--- src/rtl/dcs_pkg.sv ---
// Constants and types for the debug control/status byte.
// Assumes every user sits on the single bus clock domain.
package dcs_pkg;

    localparam int          CSR_W     = 8;
    localparam int          BIT_EN    = 7;
    localparam int          BIT_ACT   = 6;
    localparam int          BIT_CIS   = 5;
    localparam int          BIT_RSV   = 4;
    localparam int          BIT_STEAL = 3;
    localparam int          BIT_CLOCK_SWITCH_BIT = 2;
    localparam int          BIT_UNSECURE_STATUS_BIT = 1;
    localparam int          BIT_ERASE = 0;
    localparam logic [7:0]  CSR_RST   = 8'h00;

    // Debug link command codes (values arbitrary)
    localparam logic [7:0]  CMD_READ_CSR  = 8'h2d;
    localparam logic [7:0]  CMD_WRITE_CSR = 8'h0d;
    localparam logic [7:0]  CMD_ERASE     = 8'h95;
    localparam logic [7:0]  CMD_ENTER_DBG = 8'h90;
    localparam logic [7:0]  CMD_EXIT_DBG  = 8'h08;
    localparam logic [7:0]  CMD_MEM_ACC   = 8'h30;

    // Free-cycle wait limit with handshaking, in bus cycles
    localparam int          STEAL_TIMEOUT = 512;
    // Host-side settle time after a clock switch, in old-clock cycles
    localparam int          CLOCK_SWITCH_BIT_SETTLE_CYC = 150;

    typedef enum logic [1:0] {
        DCS_ARB_IDLE = 2'b00,
        DCS_ARB_WAIT = 2'b01
    } dcs_arb_e;

endpackage

--- src/rtl/dcs_steal_arb.sv ---
// Bus access arbiter for debug memory accesses: steal or wait.
// Assumes req is only raised while busy is low.
`timescale 1ns/10ps
module dcs_steal_arb
    import dcs_pkg::*;
#(
    parameter int TIMEOUT_CYC = STEAL_TIMEOUT,
    parameter int CNT_W       = $clog2(TIMEOUT_CYC)
) (
    input  wire logic clk,
    input  wire logic rst_n,
    input  wire logic req,
    input  wire logic ack_enable,
    input  wire logic steal,
    input  wire logic bus_free,
    output logic      busy,
    output logic      go,
    output logic      timeout
);

    dcs_arb_e         state_r;
    dcs_arb_e         state_nxt;
    logic [CNT_W-1:0] cnt_r;
    logic [CNT_W-1:0] cnt_nxt;
    logic             go_r;
    logic             go_nxt;
    logic             to_r;
    logic             to_nxt;

    always_comb begin
        state_nxt = state_r;
        cnt_nxt   = cnt_r;
        go_nxt    = 1'b0;
        to_nxt    = 1'b0;
        case (state_r)
            DCS_ARB_IDLE: begin
                if (req) begin
                    if (!ack_enable || steal || bus_free) begin
                        go_nxt = 1'b1;
                    end else begin
                        state_nxt = DCS_ARB_WAIT;
                        cnt_nxt   = '0;
                    end
                end
            end
            DCS_ARB_WAIT: begin
                if (bus_free) begin
                    go_nxt    = 1'b1;
                    state_nxt = DCS_ARB_IDLE;
                end else if (cnt_r == CNT_W'(TIMEOUT_CYC - 1)) begin
                    to_nxt    = 1'b1;
                    state_nxt = DCS_ARB_IDLE;
                end else begin
                    cnt_nxt = cnt_r + 1'b1;
                end
            end
            default: state_nxt = DCS_ARB_IDLE;
        endcase
    end

    always_ff @(posedge clk or negedge rst_n) begin
        if (!rst_n) begin
            state_r <= DCS_ARB_IDLE;
            cnt_r   <= '0;
            go_r    <= 1'b0;
            to_r    <= 1'b0;
        end else begin
            state_r <= state_nxt;
            cnt_r   <= cnt_nxt;
            go_r    <= go_nxt;
            to_r    <= to_nxt;
        end
    end

    assign busy    = (state_r != DCS_ARB_IDLE) || go_r;
    assign go      = go_r;
    assign timeout = to_r;
endmodule

--- src/rtl/dcs_stop_ack.sv ---
// Stop-mode clock keep requests and long acknowledge flag.
// Assumes stop_mode and ack_issued are on the bus clock.
`timescale 1ns/10ps
module dcs_stop_ack (
    input  wire logic clk,
    input  wire logic rst_n,
    input  wire logic enable,
    input  wire logic stop_mode,
    input  wire logic stop_continue,
    input  wire logic ack_enable,
    input  wire logic ack_issued,
    output logic      keep_dbg_clk,
    output logic      keep_all_clk,
    output logic      ack_long
);

    logic stop_q_r;
    logic long_r;
    logic long_nxt;
    logic dbg_r;
    logic dbg_nxt;
    logic all_r;
    logic all_nxt;
    logic stop_entry;

    assign stop_entry = stop_mode && !stop_q_r;

    always_comb begin
        long_nxt = long_r;
        if (ack_issued) begin
            long_nxt = 1'b0;
        end
        // Entry wins over a clearing acknowledge in the same cycle
        if (stop_entry && ack_enable && enable) begin
            long_nxt = 1'b1;
        end
        dbg_nxt = stop_mode && enable;
        all_nxt = stop_mode && enable && stop_continue;
    end

    always_ff @(posedge clk or negedge rst_n) begin
        if (!rst_n) begin
            stop_q_r <= 1'b0;
            long_r   <= 1'b0;
            dbg_r    <= 1'b0;
            all_r    <= 1'b0;
        end else begin
            stop_q_r <= stop_mode;
            long_r   <= long_nxt;
            dbg_r    <= dbg_nxt;
            all_r    <= all_nxt;
        end
    end

    assign keep_dbg_clk = dbg_r;
    assign keep_all_clk = all_r;
    assign ack_long     = long_r;
endmodule

--- src/rtl/dcs_ctrl_top.sv ---
// Upper control/status byte of the serial debug controller.
// Reached only by commands from the debug link; all inputs on clk.
// Operation
// - Byte readable only by debug link commands
// - Link writes only while part unsecured
// - Enable, steal, clock-switch only via write command
// - Stop-continue write ignored during stop mode
// - Active, unsecure, erase bits never written
// - Enable gates active debug and command set
// - Special single-chip reset sets enable bit
// - Active set on entry, cleared on exit
// - Special single-chip reset sets active bit
// - Stop-continue picks clocks kept in stop
// - Disabled: no stop effect, no link traffic in stop mode
// - Long acknowledge after stop entry
// - Handshake, no steal: wait free, 512 limit
// - No handshake: always take next cycle
// - Clock switch sticky until any reset
// - Clock switch selects serial interface clock
// - Unsecure bit mirrors unsecured state
// - Erase set only by erase command
// - Erase cleared on completion or soft reset
`timescale 1ns/10ps
module dcs_ctrl_top
    import dcs_pkg::*;
#(
    parameter int TIMEOUT_CYC = STEAL_TIMEOUT
) (
    input  wire logic             clk,
    input  wire logic             rst_n,
    input  wire logic             soft_rst,
    input  wire logic             special_mode,
    input  wire logic             secured,
    input  wire logic             stop_mode,
    input  wire logic             cmd_valid,
    input  wire logic [7:0]       cmd_code,
    input  wire logic [CSR_W-1:0] cmd_wdata,
    output logic                  cmd_accept,
    output logic                  cmd_refused,
    output logic                  rsp_valid,
    output logic [CSR_W-1:0]      rsp_data,
    input  wire logic             dbg_entry_req,
    input  wire logic             erase_done,
    output logic                  erase_start,
    input  wire logic             ack_enable,
    input  wire logic             ack_issued,
    output logic                  ack_long,
    input  wire logic             bus_free,
    output logic                  access_go,
    output logic                  access_timeout,
    output logic                  debug_enable,
    output logic                  debug_active,
    output logic                  keep_dbg_clk,
    output logic                  keep_all_clk,
    output logic                  si_clk_fast
);

    logic             init_r;
    logic             init_nxt;
    logic             en_r;
    logic             en_nxt;
    logic             act_r;
    logic             act_nxt;
    logic             cis_r;
    logic             cis_nxt;
    logic             steal_r;
    logic             steal_nxt;
    logic             clock_switch_bit_r;
    logic             clock_switch_bit_nxt;
    logic             erase_r;
    logic             erase_nxt;
    logic             rsp_valid_r;
    logic             rsp_valid_nxt;
    logic [CSR_W-1:0] rsp_data_r;
    logic [CSR_W-1:0] rsp_data_nxt;
    logic             erase_go_r;
    logic             erase_go_nxt;

    logic             link_ok;
    logic             restricted;
    logic             known;
    logic             arb_busy;
    logic             is_read;
    logic             is_write;
    logic             is_erase;
    logic             is_enter;
    logic             is_exit;
    logic             is_mem;
    logic             wr_ok;
    logic             enter_ok;
    logic [CSR_W-1:0] csr_view;

    // Command decode
    assign is_read  = cmd_code == CMD_READ_CSR;
    assign is_write = cmd_code == CMD_WRITE_CSR;
    assign is_erase = cmd_code == CMD_ERASE;
    assign is_enter = cmd_code == CMD_ENTER_DBG;
    assign is_exit  = cmd_code == CMD_EXIT_DBG;
    assign is_mem   = cmd_code == CMD_MEM_ACC;

    // Disabled controller keeps only the byte and erase commands
    assign restricted = is_read || is_write || is_erase;
    assign known      = restricted
                        || (is_enter && en_r)
                        || (is_exit && act_r)
                        || (is_mem && !arb_busy);
    // Stopped and disabled: the link stays silent
    assign link_ok    = init_r && (en_r || !stop_mode);

    always_comb begin
        cmd_accept = 1'b0;
        if (cmd_valid && link_ok) begin
            cmd_accept = en_r ? known : restricted;
        end
    end

    assign cmd_refused = cmd_valid && !cmd_accept;
    assign wr_ok       = cmd_accept && is_write && !secured;
    assign enter_ok    = en_r && ((cmd_accept && is_enter) || dbg_entry_req);

    // Readback view; unsecure bit is live, bit four is zero
    always_comb begin
        csr_view            = CSR_RST;
        csr_view[BIT_EN]    = en_r;
        csr_view[BIT_ACT]   = act_r;
        csr_view[BIT_CIS]   = cis_r;
        csr_view[BIT_RSV]   = 1'b0;
        csr_view[BIT_STEAL] = steal_r;
        csr_view[BIT_CLOCK_SWITCH_BIT] = clock_switch_bit_r;
        csr_view[BIT_UNSECURE_STATUS_BIT] = !secured;
        csr_view[BIT_ERASE] = erase_r;
    end

    // Control and status bits
    always_comb begin
        init_nxt  = 1'b1;
        en_nxt    = en_r;
        act_nxt   = act_r;
        cis_nxt   = cis_r;
        steal_nxt = steal_r;
        clock_switch_bit_nxt = clock_switch_bit_r;
        erase_nxt = erase_r;

        if (!init_r) begin
            // Strap is caught after reset release, not under reset
            en_nxt  = special_mode;
            act_nxt = special_mode;
        end else begin
            // Active, unsecure and erase bits have no write path
            if (wr_ok) begin
                en_nxt    = cmd_wdata[BIT_EN];
                steal_nxt = cmd_wdata[BIT_STEAL];
                if (cmd_wdata[BIT_CLOCK_SWITCH_BIT]) begin
                    clock_switch_bit_nxt = 1'b1;
                end
                if (!stop_mode) begin
                    cis_nxt = cmd_wdata[BIT_CIS];
                end
            end
            if (cmd_accept && is_exit) begin
                act_nxt = 1'b0;
            end
            if (enter_ok) begin
                act_nxt = 1'b1;
            end
            if (erase_done) begin
                erase_nxt = 1'b0;
            end
            // Erase request wins over a completion in the same cycle
            if (cmd_accept && is_erase) begin
                erase_nxt = 1'b1;
            end
        end

        // Soft reset acts as a full reset of the byte
        if (soft_rst) begin
            init_nxt  = 1'b0;
            en_nxt    = CSR_RST[BIT_EN];
            act_nxt   = CSR_RST[BIT_ACT];
            cis_nxt   = CSR_RST[BIT_CIS];
            steal_nxt = CSR_RST[BIT_STEAL];
            clock_switch_bit_nxt = CSR_RST[BIT_CLOCK_SWITCH_BIT];
            erase_nxt = CSR_RST[BIT_ERASE];
        end
    end

    always_ff @(posedge clk or negedge rst_n) begin
        if (!rst_n) begin
            init_r  <= 1'b0;
            en_r    <= CSR_RST[BIT_EN];
            act_r   <= CSR_RST[BIT_ACT];
            cis_r   <= CSR_RST[BIT_CIS];
            steal_r <= CSR_RST[BIT_STEAL];
            clock_switch_bit_r <= CSR_RST[BIT_CLOCK_SWITCH_BIT];
            erase_r <= CSR_RST[BIT_ERASE];
        end else begin
            init_r  <= init_nxt;
            en_r    <= en_nxt;
            act_r   <= act_nxt;
            cis_r   <= cis_nxt;
            steal_r <= steal_nxt;
            clock_switch_bit_r <= clock_switch_bit_nxt;
            erase_r <= erase_nxt;
        end
    end

    // Link answers and erase launch
    always_comb begin
        rsp_valid_nxt = 1'b0;
        rsp_data_nxt  = rsp_data_r;
        erase_go_nxt  = 1'b0;
        if (cmd_accept && is_read) begin
            rsp_valid_nxt = 1'b1;
            rsp_data_nxt  = csr_view;
        end
        if (cmd_accept && is_erase && !soft_rst) begin
            erase_go_nxt = 1'b1;
        end
    end

    always_ff @(posedge clk or negedge rst_n) begin
        if (!rst_n) begin
            rsp_valid_r <= 1'b0;
            rsp_data_r  <= CSR_RST;
            erase_go_r  <= 1'b0;
        end else begin
            rsp_valid_r <= rsp_valid_nxt;
            rsp_data_r  <= rsp_data_nxt;
            erase_go_r  <= erase_go_nxt;
        end
    end

    dcs_steal_arb #(
        .TIMEOUT_CYC (TIMEOUT_CYC)
    ) u_arb (
        .clk        (clk),
        .rst_n      (rst_n),
        .req        (cmd_accept && is_mem),
        .ack_enable (ack_enable),
        .steal      (steal_r),
        .bus_free   (bus_free),
        .busy       (arb_busy),
        .go         (access_go),
        .timeout    (access_timeout)
    );

    dcs_stop_ack u_stop (
        .clk           (clk),
        .rst_n         (rst_n),
        .enable        (en_r),
        .stop_mode     (stop_mode),
        .stop_continue (cis_r),
        .ack_enable    (ack_enable),
        .ack_issued    (ack_issued),
        .keep_dbg_clk  (keep_dbg_clk),
        .keep_all_clk  (keep_all_clk),
        .ack_long      (ack_long)
    );

    assign rsp_valid    = rsp_valid_r;
    assign rsp_data     = rsp_data_r;
    assign erase_start  = erase_go_r;
    assign debug_enable = en_r;
    assign debug_active = act_r;
    // Host must hold off CLOCK_SWITCH_BIT_SETTLE_CYC old-clock cycles after a switch
    assign si_clk_fast  = clock_switch_bit_r;
endmodule

--- config.mk ---
export PLATFORM = sky130hd
export DESIGN_NAME = dcs_ctrl_top
export DESIGN_NICKNAME = d
export VERILOG_FILES = /design/src/rtl/dcs_pkg.sv /design/src/rtl/dcs_steal_arb.sv /design/src/rtl/dcs_stop_ack.sv /design/src/rtl/dcs_ctrl_top.sv
export SDC_FILE = /design/constraint.sdc
export NUM_CORES = 1
export LEC_CHECK = 0
export BUFFER_PORTS_ARGS = -buffer_cell sky130_fd_sc_hd__buf_2
export CAP_MARGIN = 20
export CORE_MARGIN = 3
export CORE_UTILIZATION = 50
export DETAILED_ROUTE_END_ITERATION = 10
export GPL_ROUTABILITY_DRIVEN = 0
export HOLD_SLACK_MARGIN = 0.08
export PLACE_DENSITY = 0.76
export SLEW_MARGIN = 30
export SYNTH_ARGS = -nofsm -noshare
export SYNTH_HDL_FRONTEND = slang
export SYNTH_SLANG_ARGS = --single-unit
--- constraint.sdc ---
create_clock -name clk -period 2.5 [get_ports clk]
set_input_delay 0.125 -clock clk [delete_from_list [all_inputs] [get_ports clk]]
set_output_delay 0.125 -clock clk [all_outputs]
set_load 0.05 [all_outputs]
==> results.md, run 1 <==
* WHS Path Cells at 3
* Flop pwr share at 56.2%
* Cell total after placement at 239
* Grt total ovfl at 0
* EDFF count, synth at 0
* Register area share after synthesis at 47.65%
* CP arrival at 2.65 ns
* Core area at 3128 sq um
* Pwr Density at 451.0 nW/um^2
* Synth warn at 0
* Routed vias/inst at 5.685
* Register area at 800.8 sq um
* Antenna fix cells at 0
* Status: finished clean
* Final setup fails at 0
* Distinct cell type count after synthesis at 44
* TritonCTS Buffers at 5
* Syn Area/Cell at 10.57 sq um
* Cell depth of the worst flop-to-flop path at 9
* Fin cells at 257
* Fmax at 0.4190 GHz
* FF-to-FF setup slack at 0.11 ns
* All-layer global routing usage at 21.21%
* Met2 usage at 36.26%
* VDD IR max at 201.2 uV
* Comb power frac at 11.0%
* Grt peak-use layer: met2
* Setup Buffers After CTS at 0
* Share of synthesized flip-flops with an asynchronous set or reset at 100.0%
* Worst skew pair latency at 0.33 ns
* Die height at 63.97 microns
* Pre-antenna DRT Iters at 4
* R2R Path End: u_arb.cnt_r[3]
* Clk pwr share at 32.7%
* Hold Path Origin: ack_enable
* Sw power at 0.0002399 W
* Hpwl dp at 2.780 mm
* Kind of critical path: register to register
* Slew @ Worst Pin at 0.6941 ns
* DRT iter0 DRCs at 110
* Yosys reg bits at 32
* Critical Path RT at 2.76 ns
* Die width at 63.97 microns
* Slowest-stage cell, CP: dfrtp_1
* Global-route wire length before repair at 6.755 mm
* CTS tree: yes
* Final WL at 3.988 mm
* Switching share of total power at 25.50%
* Crit path largest cell delay at 0.44 ns
* Avg WL per Cell at 15.52 microns
* Reg clk slew, reported paths at 0.10 ns
* Multi-input gate area at 834.6 sq um
* Htree depth at 2
* Max cap viols at 0
* Fin Setup TNS at 0 ns
* Final Cycle Share at 95.47%
* Worst hold path class: input pin to register
* Initial antenna violation count at 0
* Fill count at 240
* Syn-to-layout area delta at 24.13%
* Type of origin of the critical path: register
* Mapped Nets at 189
* Layout cells sized above 1 at 29.11%
* Hold Vio Cnt, Final at 0
* Cell Area, Synth at 1680 sq um
* CP bufs+invs at 0
* Final nets at 242
* Synth Flop Type: dfrtp_1
* Reg-to-reg critical path startpoint: u_arb.cnt_r[3]
* Number of buffers added on ports at 42
* Most frequent CP cell: and3_1
* CTS max path bufs at 2
* Fin crit period at 2.387 ns
* Cell family with most CP delay: simple AND/OR/NAND/NOR gates
* DRC Markers at 0
* Site Rows at 20
* Critical Path Fanout Max at 8
* Number of I/O pins at 48
* RSZ-0062 raised after global routing: false
* Internal power at 0.0007009 W
* Met3 Usage GRT at 5.448%
* Clock tree sinks at 32
* Vias post-DR at 1461
* Critical-path cell list: and3_1 > and3_1 > and3_1 > ha_1 > nor2b_1 > o2111a_2 > o311ai_4 > a211oi_2 > mux2i_1
* Largest net degree at the start of global routing at 33
* LEAKAGE at 1.016 nW
* Starting Density at 53.72%
* Met1 usage at 25.20%
* Rel. slew slack at 53.73%
* Clk root buf: clkbuf_4
* Vias in the first global route at 1437
* Post-route ant nets at 0
* Worst setup EP type: register
* Cells after Synth at 159
* Clk_skew at 0.01240 ns
* Die area at 4092 sq um
* Worst Hold End: u_stop.ack_long
* Slew Limit Fails at 0
==> power groups by stage <==
stage / Combinational [W] / Sequential, W / Clock [W]
after floorplan: 0.0000307 / 0.000553 / 0
after global placement: 0.0000875 / 0.000539 / 0
after detailed placement: 0.0000901 / 0.000539 / 0
after CTS: 0.000103 / 0.000529 / 0.000312
after global routing: 0.000113 / 0.000530 / 0.000334
final: 0.000104 / 0.000529 / 0.000308
==> cell families (layout without fill, tap and decap cells) <==
logic type                 count (synthesis)  in the layout  share of synthesized area (%)
buffers and inverters                     13             67                          3.425
AOI/OAI and AO/OA                         36             36                          15.56
adders and majority gates                  2              2                          1.489
DFF                                       32             32                          47.65
and+or+nand+nor                           60             60                          21.22
other                                      1              1                         0.2232
muxes                                     15             15                          10.42
==> through the flow <==
stage                     utilization (%)  hold WS, ns  worst slack (ns)  total power, W  cell area (sq um)
final                               66.68      0.08781            0.1133       0.0009407               2086
after global routing                66.68       0.1179           0.01019       0.0009764               2086
after CTS                           66.56      0.08872           0.09367       0.0009432               2082
after detailed placement            61.28       0.2058            0.1354       0.0006291               1917
after global placement              61.28       0.2006            0.2089       0.0006262               1917
after floorplan                         -      -0.1706           0.05258       0.0005835               1683
==> layer usage <==
metal | wire length, microns | vias up
met3 | 245 | 10
met2 | 2048 | 53
met1 | 1628 | 716
li1 | - | 682
met4 | 67 | 0
met5 | 0 | -
==> cells in the mapped netlist, types with 2 or more instances <==
cell	n	area (sq um)
o21ai_0	14	70.07
mux2_4	5	75.07
clkbuf_1	3	11.26
a21oi_1	6	30.03
ha_1	2	25.02
buf_4	2	15.01
nand3b_1	2	15.01
inv_1	7	26.28
or3b_1	2	17.52
nand2_1	11	41.29
nor2b_1	3	18.77
nor4_1	2	12.51
mux2i_1	10	100.1
nand3_1	8	40.04
nor3b_1	2	15.01
a211oi_2	3	37.54
dfrtp_1	32	800.8
nand2b_1	2	12.51
and3_1	6	37.54
nor2_1	9	33.78
o21bai_1	5	37.54
==> sequential cells by signal (all words and copies together), names as in the netlist <==
signal / count
u_stop.keep_all_clk: 1
u_stop.ack_long: 1
init_r: 1
u_arb.timeout: 1
debug_active: 1
debug_enable: 1
u_stop.stop_q_r: 1
steal_r: 1
u_arb.cnt_r: 9
erase_r: 1
rsp_data: 7
si_clk_fast: 1
u_arb.go: 1
erase_start: 1
cis_r: 1
rsp_valid: 1
u_stop.keep_dbg_clk: 1
u_arb.state_r: 1
==> worst max path at each step <==
stage / startpoint / to / slack (ns) / cells after the start
global placement: u_arb.cnt_r[3] / u_arb.cnt_r[7] / 0.21 / 9
global route: debug_enable / cmd_accept / 0.01 / 5
CTS: u_arb.cnt_r[3] / u_arb.cnt_r[7] / 0.09 / 9
floorplan: debug_enable / cmd_refused / 0.05 / 5
finish: u_arb.cnt_r[3] / u_arb.cnt_r[3] / 0.11 / 9
detailed placement: u_arb.cnt_r[3] / u_arb.cnt_r[7] / 0.14 / 9
==> area by class of cell <==
class                   instances  share of cell area (%)
clock buffers                   8                   2.819
inverters                       7                   1.260
multi-input cells             114                   40.01
flip-flops and latches         32                   38.39
well taps                      44                   2.639
repair buffers                 52                   14.88
==> worst reg2reg max path: stages, from the launching register on <==
cell and delay, ns:
dfrtp_1 0.44, and3_1 0.22, and3_1 0.22, and3_1 0.19, ha_1 0.20, nor2b_1 0.12
o2111a_2 0.24, o311ai_4 0.18, a211oi_2 0.29, mux2i_1 0.21
==> timing repair <==
item	in CTS	in global routing
gates resized for setup	1	3
hold buffers	10	0
setup endpoints to repair	1	7
hold endpoints to repair	42	0
pin swaps	0	2
==> cell usage in the layout (no fill, tap or decap), types with 2 or more instances in the layout <==
cell type / synthesis / layout
clkbuf_1: 3 / 2
nor3b_1: 2 / 2
o21bai_1: 5 / 5
mux2_4: 5 / 5
o21ai_0: 14 / 14
or3b_1: 2 / 2
ha_1: 2 / 2
nand3b_1: 2 / 2
mux2i_1: 10 / 10
dlygate4sd3_1: 0 / 10
a21oi_1: 6 / 6
nor4_1: 2 / 2
a211oi_2: 3 / 3
nand2_1: 11 / 11
nand2b_1: 2 / 2
and3_1: 6 / 6
clkbuf_4: 0 / 5
nor2b_1: 3 / 3
buf_2: 1 / 42
dfrtp_1: 32 / 32
inv_1: 7 / 7
nor2_1: 9 / 8
nand3_1: 8 / 8
Note: power is estimated with default switching activity, not from simulation.
==> run 2: changes to the inputs <==
--- a/config.mk
+++ b/config.mk
@@ -6,9 +6,10 @@
 export NUM_CORES = 1
 export LEC_CHECK = 0
 export BUFFER_PORTS_ARGS = -buffer_cell sky130_fd_sc_hd__buf_2
-export CAP_MARGIN = 20
+export CAP_MARGIN = 30
 export CORE_MARGIN = 3
 export CORE_UTILIZATION = 50
+export CTS_BUF_LIST = sky130_fd_sc_hd__clkbuf_16
 export DETAILED_ROUTE_END_ITERATION = 10
 export GPL_ROUTABILITY_DRIVEN = 0
 export HOLD_SLACK_MARGIN = 0.08
==> run 2 against run 1 <==
Compared with the run above:
- design area is 0.36% higher
- critical endpoint unchanged
- final cell count is 2.7% lower
- largest power group is now clock
- maximum frequency is 2.3% higher
==> results.md, run 2 (synthesis results as in run 1) <==
* Reg clk slew, reported paths at 0.05 ns
* Type of origin of the critical path: register
* Hold Vio Cnt, Final at 0
* Layout cells sized above 1 at 29.61%
* Setup Buffers After CTS at 0
* Routed vias/inst at 5.672
* Starting Density at 53.72%
* Max cap viols at 0
* CTS max path bufs at 2
* DRC Markers at 0
* Critical Path RT at 2.69 ns
* Antenna fix cells at 0
* All-layer global routing usage at 20.31%
* Number of buffers added on ports at 42
* Core area at 3128 sq um
* Register area at 800.8 sq um
* Pwr Density at 564.8 nW/um^2
* Met2 usage at 32.77%
* TritonCTS Buffers at 5
* RSZ-0062 raised after global routing: false
* Fin cells at 250
* Hold slack at 0.09690 ns
* Fin crit period at 2.333 ns
* Multi-input gate area at 834.6 sq um
* Most frequent cells in the layout: 42 x buf_2, 32 x dfrtp_1, 14 x o21ai_0, 11 x nand2_1, 10 x mux2i_1
* LEAKAGE at 1.028 nW
* Commonest non-fill, non-tap cell in the layout: buf_2
* Max FFs per register at 9
* VDD IR max at 248.3 uV
* Worst skew pair latency at 0.27 ns
* Worst hold path class: input pin to register
* Critical Path Fanout Max at 8
* Cell total after placement at 239
* Final Cycle Share at 93.33%
* Fmax at 0.4286 GHz
* Slew Limit Fails at 0
* Fin Setup TNS at 0 ns
* Final setup fails at 0
* Status: finished clean
* Final nets at 235
* Pre-antenna DRT Iters at 4
* Grt total ovfl at 0
* Site Rows at 20
* Htree depth at 2
* Slew @ Worst Pin at 0.6941 ns
* Clk_skew at 0.004061 ns
* Global-route wire length before repair at 6.430 mm
* CP arrival at 2.53 ns
* Die height at 63.97 microns
* Post-route ant nets at 0
* CTS tree: yes
* Worst setup EP type: register
* Vias post-DR at 1418
* Fill count at 241
* Clock tree sinks at 32
* Rel. slew slack at 53.73%
* Vias in the first global route at 1420
* Final WL at 3.775 mm
* DRT iter0 DRCs at 62
* Die area at 4092 sq um
* Largest net degree at the start of global routing at 33
* Hpwl dp at 2.780 mm
* Met3 Usage GRT at 7.909%
* Initial antenna violation count at 0
* Clk root buf: clkbuf_16
* Die width at 63.97 microns
* Number of I/O pins at 48
* Syn-to-layout area delta at 24.57%
* Avg WL per Cell at 15.10 microns
* Biggest register: u_arb.cnt_r
* Grt peak-use layer: met2
* Kind of critical path: register to register
* Met1 usage at 22.93%
run 2: cell type report:
cell class,instances,share of cell area [%]
multi-input cells,114,39.87
flip-flops and latches,32,38.25
repair buffers,45,11.48
clock buffers,5,5.977
well taps,44,2.630
inverters,7,1.255
clock inverters,3,0.5380
run 2: worst paths after layout:
| path | end | slack [ns] | start | depth (start not counted) |
|---|---|---|---|---|
| worst max-delay path | u_arb.cnt_r[3] | 0.17 | u_arb.cnt_r[3] | 9 |
| worst min-delay path | si_clk_fast | 0.1 | cmd_wdata[2] | 3 |
| worst max register to register | u_arb.cnt_r[3] | 0.17 | u_arb.cnt_r[3] | 9 |
| worst min register to register | rsp_data[3] | 0.49 | rsp_data[3] | 2 |
| max in group asynchronous | u_arb.go | 1.62 | rst_n | 2 |
| min in group asynchronous | u_arb.cnt_r[2] | 0.43 | rst_n | 2 |
run 2: critical path, stage by stage (launching register included):
cell and delay [ns]:
dfrtp_1 0.42, and3_1 0.21, and3_1 0.21, and3_1 0.19
ha_1 0.20, nor2b_1 0.12, o2111a_2 0.24, o311ai_4 0.18
a211oi_2 0.28, mux2i_1 0.21
run 2: where the power goes:
part | internal [W] | switching, W
combinational | 0.0000321 | 0.0000628
sequential | 0.000525 | 0.00000611
clock | 0.000357 | 0.000200
total | 0.000914 | 0.000269
run 2: timing repair:
action,CTS,global route
hold endpoints to repair,34,0
setup endpoints to repair,0,6
gates resized for setup,0,4
hold buffers,3,0
run 2: metrics by stage:
step / total power, W / setup slack, ns / instance area, sq um / utilization (%)
2_1_floorplan: 0.0005835 / 0.05258 / 1683 / -
6_report: 0.001182 / 0.1668 / 2093 / 66.92
3_3_place_gp: 0.0006262 / 0.2089 / 1917 / 61.28
4_1_cts: 0.001191 / 0.03917 / 2083 / 66.60
3_5_place_dp: 0.0006291 / 0.1354 / 1917 / 61.28
5_1_grt: 0.001224 / 0.02316 / 2093 / 66.92
run 2: routing by layer:
layer | vias up | wire, microns
li1 | 666 | -
met1 | 686 | 1611
met2 | 50 | 1820
met3 | 16 | 238
met4 | 0 | 105
met5 | - | 0
